==> src/verilog/ddr2_cfg_pkg.sv <==
// package for the ddr2 burst ordering and extended mode one link
// assumes a single 25 MHz clock shared by controller and device ends
package ddr2_cfg_pkg;

   // address pin width and bank address width
   localparam int ADDR_W = 14;
   localparam int BANK_W = 3;

   // bank code that selects the first extended register
   localparam logic [2:0] BANK_EXT_ONE = 3'h1;

   // field positions inside extended_mode_one
   localparam int DLL_OFF_BIT = 0;
   localparam int DRIVE_HALF_BIT = 1;
   localparam int TERM_LO_BIT = 2;
   localparam int ALAT_LSB = 3;
   localparam int TERM_HI_BIT = 6;
   localparam int CAL_LSB = 7;
   localparam int NSTROBE_OFF_BIT = 10;
   localparam int RSTROBE_ON_BIT = 11;
   localparam int OUT_OFF_BIT = 12;

   // base mode register field positions
   localparam int BL_LSB = 0;
   localparam int BTYPE_BIT = 3;

   // encodings
   localparam logic [2:0] BL_FOUR = 3'h2;
   localparam logic [2:0] BL_EIGHT = 3'h3;
   localparam logic [2:0] ALAT_RESERVED = 3'h7;
   localparam logic [2:0] CAL_EXIT = 3'h0;
   localparam logic [2:0] CAL_DEFAULT = 3'h7;

   // termination codes {a6,a2}
   typedef enum logic [1:0] {TERM_OFF = 2'h0, TERM_75 = 2'h1, TERM_150 = 2'h2,
      TERM_50 = 2'h3} term_t;

   // timing: mode-register command cycle time and dll lock wait
   localparam int MRD_CYCLES = 2;
   localparam int DLL_LOCK_CYCLES = 200;

   // reset values of the device's copy (undefined on the part; extended copy zero, base fields 2 here)
   localparam logic [13:0] EXT_ONE_RESET = 14'h0000;
   localparam logic [3:0] BASE_RESET = 4'h2;

endpackage

==> src/verilog/ddr2_cmd_if.sv <==
// command pins between memory controller and ddr2 device
// assumes both ends run on the same clock
`timescale 1ns/100ps
interface ddr2_cmd_if;
   logic cke;
   logic cs_n;
   logic ras_n;
   logic cas_n;
   logic we_n;
   logic [2:0] ba;
   logic [13:0] addr;
   logic self_refresh; // level: device in self refresh

   modport ctrl (output cke, cs_n, ras_n, cas_n, we_n, ba, addr, input self_refresh);
   modport dev (input cke, cs_n, ras_n, cas_n, we_n, ba, addr, output self_refresh);
endinterface

==> src/verilog/ddr2_mode_ctrl.sv <==
// controller end: apb slave holding orders; issues mode-register writes,
// self refresh entry/exit, enforces the command wait and flags in status when the dll lock wait has elapsed
// assumes the device end on the same clock
//
// Design decisions made here: the register offsets and register access over APB.
`timescale 1ns/100ps
module ddr2_mode_ctrl
   import ddr2_cfg_pkg::*;
#(
   parameter int MRD_WAIT = ddr2_cfg_pkg::MRD_CYCLES,
   parameter int LOCK_WAIT = ddr2_cfg_pkg::DLL_LOCK_CYCLES,
   parameter bit WIDE_PART = 1'b0
)
(
   // clock and reset
   input wire logic mclk_i,
   input wire logic sys_rst_i,
   input wire logic clk_en_i,
   // apb
   input wire logic psel_i,
   input wire logic penable_i,
   input wire logic pwrite_i,
   input wire logic [11:0] paddr_i,
   input wire logic [31:0] pwdata_i,
   output logic [31:0] prdata_o,
   output logic pready_o,
   output logic pslverr_o,
   // system
   input wire logic all_precharged_i,
   // command pins
   ddr2_cmd_if.ctrl link
);
   import ddr2_cfg_pkg::*;

   // register offsets
   localparam logic [11:0] OFS_EXT = 12'h000;
   localparam logic [11:0] OFS_CTRL = 12'h004;
   localparam logic [11:0] OFS_STAT = 12'h008;
   localparam logic [11:0] OFS_BASE = 12'h00C;
   localparam logic [2:0] BANK_BASE = 3'h0; // bank code of the base mode register

   typedef enum logic [1:0] {ST_IDLE = 2'h0, ST_ISSUE = 2'h1, ST_WAIT = 2'h3}
      state_t;

   ////////////////////////////////////////////////////////////////////
   // apb registers

   logic [13:0] ext_q; // value to load
   logic go_q; // write request pending
   logic sr_req_q; // software wants self refresh
   logic [3:0] base_q; // burst fields to load into the base register
   logic tgt_base_q; // next load goes to the base register, not the extended one
   logic rd_ok_q; // dll lock wait elapsed
   logic done_q; // last write completed
   state_t state_q;
   logic [7:0] wait_q;
   logic wr_acc; // apb write access cycle

   assign wr_acc = psel_i && penable_i && pwrite_i;
   assign pready_o = 1'b1;
   assign pslverr_o = psel_i && penable_i && paddr_i != OFS_EXT && paddr_i != OFS_CTRL
      && paddr_i != OFS_STAT && paddr_i != OFS_BASE;

   // order register; bit 13 always written 0, read strobe cleared on wide part
   always_ff @(posedge mclk_i)
   begin
      if (sys_rst_i)
         ext_q <= EXT_ONE_RESET;
      else if (clk_en_i && wr_acc && paddr_i == OFS_EXT)
      begin
         ext_q <= {1'b0, pwdata_i[12:0]};
         if (WIDE_PART)
            ext_q[RSTROBE_ON_BIT] <= 1'b0;
      end
   end

   // burst fields for the base register, loaded by the same sequencer
   always_ff @(posedge mclk_i)
   begin
      if (sys_rst_i)
         base_q <= BASE_RESET;
      else if (clk_en_i && wr_acc && paddr_i == OFS_BASE)
         base_q <= pwdata_i[3:0];
   end

   // go and self refresh requests; a fresh control write wins over the clear at issue
   always_ff @(posedge mclk_i)
   begin
      if (sys_rst_i)
      begin
         go_q <= 1'b0;
         sr_req_q <= 1'b0;
         tgt_base_q <= 1'b0;
      end
      else if (clk_en_i)
      begin
         if (wr_acc && paddr_i == OFS_CTRL)
         begin
            go_q <= pwdata_i[0];
            sr_req_q <= pwdata_i[1];
            tgt_base_q <= pwdata_i[2];
         end
         else if (state_q == ST_ISSUE)
            go_q <= 1'b0;
      end
   end

   // read mux
   always_ff @(posedge mclk_i)
   begin
      if (sys_rst_i)
         prdata_o <= 32'h0000_0000;
      else if (clk_en_i && psel_i && !penable_i)
         case (paddr_i)
            OFS_EXT: prdata_o <= {18'h0, ext_q};
            OFS_CTRL: prdata_o <= {29'h0, tgt_base_q, sr_req_q, go_q};
            OFS_BASE: prdata_o <= {28'h0, base_q};
            OFS_STAT: prdata_o <= {28'h0, link.self_refresh, rd_ok_q, done_q,
               state_q != ST_IDLE};
            default: prdata_o <= 32'h0000_0000;
         endcase
   end

   ////////////////////////////////////////////////////////////////////
   // command sequencer

   // issue only with cke high and all banks precharged
   always_ff @(posedge mclk_i)
   begin
      if (sys_rst_i)
      begin
         state_q <= ST_IDLE;
         wait_q <= 8'h00;
         done_q <= 1'b0;
      end
      else if (clk_en_i)
      begin
         // a fresh go order forgets the previous completion; a finish in
         // the same cycle still sets done, since it is assigned later
         if (wr_acc && paddr_i == OFS_CTRL && pwdata_i[0])
            done_q <= 1'b0;
         case (state_q)
            ST_IDLE:
               if (go_q && link.cke && all_precharged_i && !sr_req_q)
               begin
                  state_q <= ST_ISSUE;
                  done_q <= 1'b0;
               end
            ST_ISSUE:
            begin
               state_q <= ST_WAIT;
               wait_q <= 8'(MRD_WAIT - 1);
            end
            ST_WAIT:
               if (wait_q == 8'h00)
               begin
                  state_q <= ST_IDLE;
                  done_q <= 1'b1;
               end
               else
                  wait_q <= wait_q - 8'h01;
            default: state_q <= ST_IDLE;
         endcase
      end
   end

   // dll lock counter restarts on each load that enables the dll
   logic [7:0] lock_q;
   always_ff @(posedge mclk_i)
   begin
      if (sys_rst_i)
      begin
         lock_q <= 8'h00;
         rd_ok_q <= 1'b0;
      end
      else if (clk_en_i)
      begin
         if ((state_q == ST_ISSUE && !tgt_base_q && !ext_q[DLL_OFF_BIT])
            || link.self_refresh)
         begin
            lock_q <= 8'(LOCK_WAIT - 1);
            rd_ok_q <= 1'b0;
         end
         else if (lock_q != 8'h00)
            lock_q <= lock_q - 8'h01;
         else
            rd_ok_q <= !ext_q[DLL_OFF_BIT];
      end
   end

   // pins: mode command during issue, cke low for self refresh
   // the refresh code must stand in the first cycle with cke low, so the
   // falling cycle is found from cke one cycle back; cke only drops when idle
   // so a self refresh never cuts into the command cycle time
   logic cke_q;
   logic cke_old_q; // cke one cycle back
   always_ff @(posedge mclk_i)
   begin
      if (sys_rst_i)
      begin
         cke_q <= 1'b0;
         cke_old_q <= 1'b0;
      end
      else if (clk_en_i)
      begin
         cke_q <= !(sr_req_q && all_precharged_i && state_q == ST_IDLE);
         cke_old_q <= cke_q;
      end
   end

   assign link.cke = cke_q;
   assign link.cs_n = !(state_q == ST_ISSUE || (cke_old_q && !cke_q));
   assign link.ras_n = link.cs_n;
   assign link.cas_n = link.cs_n;
   assign link.we_n = !(state_q == ST_ISSUE);
   assign link.ba = (state_q != ST_ISSUE) ? 3'h0 : tgt_base_q ? BANK_BASE : BANK_EXT_ONE;
   assign link.addr = (state_q != ST_ISSUE) ? 14'h0000 : tgt_base_q ? {10'h000, base_q}
      : ext_q;

endmodule // ddr2_mode_ctrl

==> src/flat_wrapper.sv <==
// flat-port wrapper written by rule: the top's interface ports become plain ports
module ddr2_mode_ctrl_flat import ddr2_cfg_pkg::*;
#(
   parameter int MRD_WAIT = ddr2_cfg_pkg::MRD_CYCLES,
   parameter int LOCK_WAIT = ddr2_cfg_pkg::DLL_LOCK_CYCLES,
   parameter bit WIDE_PART = 1'b0
)
  (mclk_i, sys_rst_i, clk_en_i, psel_i, penable_i, pwrite_i, paddr_i, pwdata_i, prdata_o, pready_o, pslverr_o, all_precharged_i, link_cke, link_cs_n, link_ras_n, link_cas_n, link_we_n, link_ba, link_addr, link_self_refresh);
  ddr2_cmd_if link_i ();
  input wire logic mclk_i;
  input wire logic sys_rst_i;
  input wire logic clk_en_i;
  input wire logic psel_i;
  input wire logic penable_i;
  input wire logic pwrite_i;
  input wire logic [11:0] paddr_i;
  input wire logic [31:0] pwdata_i;
  output logic [31:0] prdata_o;
  output logic pready_o;
  output logic pslverr_o;
  input wire logic all_precharged_i;
  output wire logic [$bits(link_i.cke)-1:0] link_cke;
  output wire logic [$bits(link_i.cs_n)-1:0] link_cs_n;
  output wire logic [$bits(link_i.ras_n)-1:0] link_ras_n;
  output wire logic [$bits(link_i.cas_n)-1:0] link_cas_n;
  output wire logic [$bits(link_i.we_n)-1:0] link_we_n;
  output wire logic [$bits(link_i.ba)-1:0] link_ba;
  output wire logic [$bits(link_i.addr)-1:0] link_addr;
  input wire logic [$bits(link_i.self_refresh)-1:0] link_self_refresh;
  assign link_cke = link_i.cke;
  assign link_cs_n = link_i.cs_n;
  assign link_ras_n = link_i.ras_n;
  assign link_cas_n = link_i.cas_n;
  assign link_we_n = link_i.we_n;
  assign link_ba = link_i.ba;
  assign link_addr = link_i.addr;
  assign link_i.self_refresh = link_self_refresh;
  ddr2_mode_ctrl #(.MRD_WAIT(MRD_WAIT), .LOCK_WAIT(LOCK_WAIT), .WIDE_PART(WIDE_PART)) u_core (.mclk_i(mclk_i), .sys_rst_i(sys_rst_i), .clk_en_i(clk_en_i), .psel_i(psel_i), .penable_i(penable_i), .pwrite_i(pwrite_i), .paddr_i(paddr_i), .pwdata_i(pwdata_i), .prdata_o(prdata_o), .pready_o(pready_o), .pslverr_o(pslverr_o), .all_precharged_i(all_precharged_i), .link(link_i));
endmodule
==> config.mk <==
export PLATFORM = sky130hd
export DESIGN_NAME = ddr2_mode_ctrl_flat
export DESIGN_NICKNAME = d
export VERILOG_FILES = /design/src/verilog/ddr2_cfg_pkg.sv /design/src/verilog/ddr2_cmd_if.sv /design/src/verilog/ddr2_mode_ctrl.sv /design/src/flat_wrapper.sv
export SDC_FILE = /design/constraint.sdc
export NUM_CORES = 1
export LEC_CHECK = 0
export BUFFER_PORTS_ARGS = -buffer_cell sky130_fd_sc_hd__buf_4
export CORE_AREA = 2 2 72 88
export CTS_CLUSTER_SIZE = 30
export DETAILED_ROUTE_END_ITERATION = 8
export DIE_AREA = 0 0 74 90
export PLACE_DENSITY = 0.76
export SLEW_MARGIN = 40
export SYNTH_ARGS = -nofsm -noshare
export SYNTH_HDL_FRONTEND = slang
export SYNTH_SLANG_ARGS = --single-unit
==> constraint.sdc <==
create_clock -name mclk_i -period 2.7 [get_ports mclk_i]
set_clock_uncertainty 0.05 [all_clocks]
set_input_delay 0.135 -clock mclk_i [delete_from_list [all_inputs] [get_ports mclk_i]]
set_output_delay 0.135 -clock mclk_i [all_outputs]
set_load 0.01 [all_outputs]
==> results by group <==
Min path
  • Hold Crit Start: pwdata_i[3]
  • Hold Crit Class: in -> reg

Floorplan
  • Core area: 0.00586 mm^2
  • DIE WIDTH: 74 um
  • Initial Utilization: 0.470
  • Die Y: 90 um
  • FP Rows: 31
  • Io pins: 108
  • Die area: 0.00666 mm^2

GRT
  • Initial antenna violation count: 0
  • GR Overflow Total: 0
  • Largest net degree at the start of global routing: 39
  • Vias in the first global route: 2197
  • First-pass GRT wire length: 9640 um
  • GRT Total Usage: 0.176

Routing
  • Vias after detailed routing: 2320
  • 1st-iter DRT viols: 88
  • Antenna Nets Post-Route: 0
  • Pre-antenna DRT Iters: 4
  • Vias per inst: 5.02
  • DRT Wirelength: 5840 um
  • Wire per inst: 12.6 um
  • Drc violations: 0

Yosys
  • Netlist cell types: 47
  • Flops & latches, synth: 55
  • Predominant post-synthesis flop cell: dfxtp_1
  • Synthesized cell area: 0.00275 mm^2
  • Syn_area_per_cell: 8.52 um^2
  • Synth Instances: 323
  • Async SR Flop Fraction: 0
  • Register area share after synthesis: 0.400
  • Post-synth EDFFs: 0
  • Yosys Warn Count: 0

Timing
  • Fin crit period: 2130 ps
  • Setup violations, final: 0
  • Slew HR: 0.576
  • Final Hold Vio Count: 0
  • Least-Margin Pin Slew: 635 ps
  • Hold slack: 12.9 ps
  • Setup TNS: 0 ps
  • Fin crit share: 0.790
  • Unrepaired setup endpoints after global routing: no
  • Final Slew Violations: 0
  • Fmax: 469 MHz

Run
  • Max-cap check violation count: 0

Clock tree
  • Post-CTS resize count: 0
  • Max clock buf depth: 2
  • Clock-pin transition on the worst setup and hold timing paths: 100 ps
  • CTS root buffer: clkbuf_8
  • Post-CTS setup buffers: 0
  • CTS buffer count: 5
  • # hold bufs at CTS: 0
  • # H-tree levels: 2
  • Worst-Skew Late Latency: 310 ps
  • TritonCTS Sinks: 55
  • CTS tree: done

Placement
  • DPL Wire Length: 4350 um
  • PortBufs: 65
  • Gp weighted congestion: 0.779

Setup path
  • Setup CP Type: reg -> reg
  • CP Cell Sequence: inv_1, ha_1, and2b_2, a2111oi_4, nor2_1, xnor2_1, a21oi_1
  • Worst Setup SP: u_core.state_q[1]$_SDFFE_PP0P_
  • Slowest-stage cell, CP: a2111oi_4
  • Crit path DAT: 2270 ps
  • Crit. End Element: flop
  • WP data required: 2830 ps
  • Critical path fanouts, max: 12
  • FF-to-FF Start: u_core.state_q[1]$_SDFFE_PP0P_
  • Largest stage delay, worst path: 560 ps
  • Crit path launch type: flop

Final layout
  • Layout cells sized above 1: 0.218
  • # diodes: 0
  • Layout net count: 438
  • Final Core Density: 0.560
  • Fill cells: 536
  • Syn-to-layout area delta: 19.1%

Power
  • PwrDens: 451 mW/mm^2
  • Pleak: 1.34 nW
  • VDD IR max: 0.000235 V

Outcome
  • Status: finished clean
placed cells by master, fill, tap and decap left out, types with 4 or more instances in the layout:
cell      count
a211oi_1      4
a21oi_1      28
a22o_1        9
and2_1       12
buf_4        66
clkbuf_8      5
conb_1       23
dfxtp_1      55
ha_1          7
inv_1        12
mux2i_1      11
nand2_1      36
nand3_1       9
nand4_1       4
nor2_1       35
nor3_1        6
nor4_1        5
o21ai_0       5
xnor2_1       5
xor2_1        5
final cells by class:
cell class | count | area [um^2] | share of cell area
clock inverters | 3 | 20.0 | 0.00611
inverters | 12 | 45.0 | 0.0137
multi-input cells | 239 | 1450 | 0.441
flip-flops and latches | 55 | 1100 | 0.336
well taps | 82 | 103 | 0.0313
repair buffers | 66 | 495 | 0.151
clock buffers | 5 | 68.8 | 0.0210
cells in the mapped netlist, types with 4 or more instances:
cell,n,area [um^2]
ha_1,7,87.6
a21oi_1,28,140
and2_1,12,75.1
nor4_1,5,31.3
dfxtp_1,55,1100
buf_4,25,188
a22o_1,9,78.8
mux2i_1,11,110
xnor2_1,5,43.8
nor2_1,35,131
nand4_1,4,25.0
xor2_1,5,43.8
nand2_1,36,135
nand3_1,9,45.0
clkbuf_1,11,41.3
o21ai_0,5,25.0
a211oi_1,4,30.0
inv_1,12,45.0
nor3_1,6,30.0
power by group:
| part | internal (W) | switching (W) | total [W] |
|---|---|---|---|
| clock | 0.000181 | 0.000270 | 0.000451 |
| sequential | 0.000828 | 0.0000151 | 0.000843 |
| combinational | 0.0000848 | 0.0000986 | 0.000183 |
critical path, delay by kind of cell, from the launching register on:
family	cells	cell delay, ps
AO/OA/AOI/OAI	2	640
AND/OR/NAND/NOR	2	460
flip-flops	1	360
adder cells (fa/ha/maj)	1	280
XOR/XNOR	1	150
buffers and inverters	1	70
metrics by stage:
stage / cell area (um^2) / power [W] / worst slack (ps) / std cells
2_1_floorplan: 2830 / 0.00101 / 802 / 344
3_3_place_gp: 3190 / 0.00104 / 619 / 454
3_5_place_dp: 3190 / 0.00104 / 569 / 454
4_1_cts: 3280 / 0.00149 / 546 / 462
5_1_grt: 3280 / 0.00154 / 381 / 462
6_report: 3280 / 0.00148 / 567 / 462
cell families (layout without fill, tap and decap cells):
family / count (synthesis) / count (layout) / synth area share
buffers and inverters: 50 / 86 / 0.103
XOR/XNOR: 10 / 10 / 0.0318
flip-flops: 55 / 55 / 0.400
AND/OR/NAND/NOR: 126 / 126 / 0.228
AO/OA/AOI/OAI: 59 / 59 / 0.141
multiplexers: 14 / 14 / 0.0605
adder cells (fa/ha/maj): 7 / 7 / 0.0318
other: 2 / 23 / 0.00273
sequential cells by signal, summed over array words and instances (netlist names), 2 cells and up:
name	flops
u_core.lock_q	8
u_core.prdata_o	13
u_core.ext_q	13
u_core.state_q	2
u_core.base_q	4
u_core.wait_q	8
routing by layer:
metal / part of all wire / track usage
met5: 0 / 0
met4: 0.010 / 0.0515
met3: 0.040 / 0.0269
met2: 0.51 / 0.310
met1: 0.44 / 0.217
worst paths after layout:
path	slack, ps	endpoint	cells past startpoint
worst min register to register	410	u_core.ext_q[10]$_SDFFE_PP0P_	2
worst max register to register	570	u_core.lock_q[2]$_SDFFE_PP0P_	7
worst min-delay path	10	u_core.base_q[3]$_SDFFE_PP0P_	3
worst max-delay path	570	u_core.lock_q[2]$_SDFFE_PP0P_	7
Power figures use the tool's default switching activity.
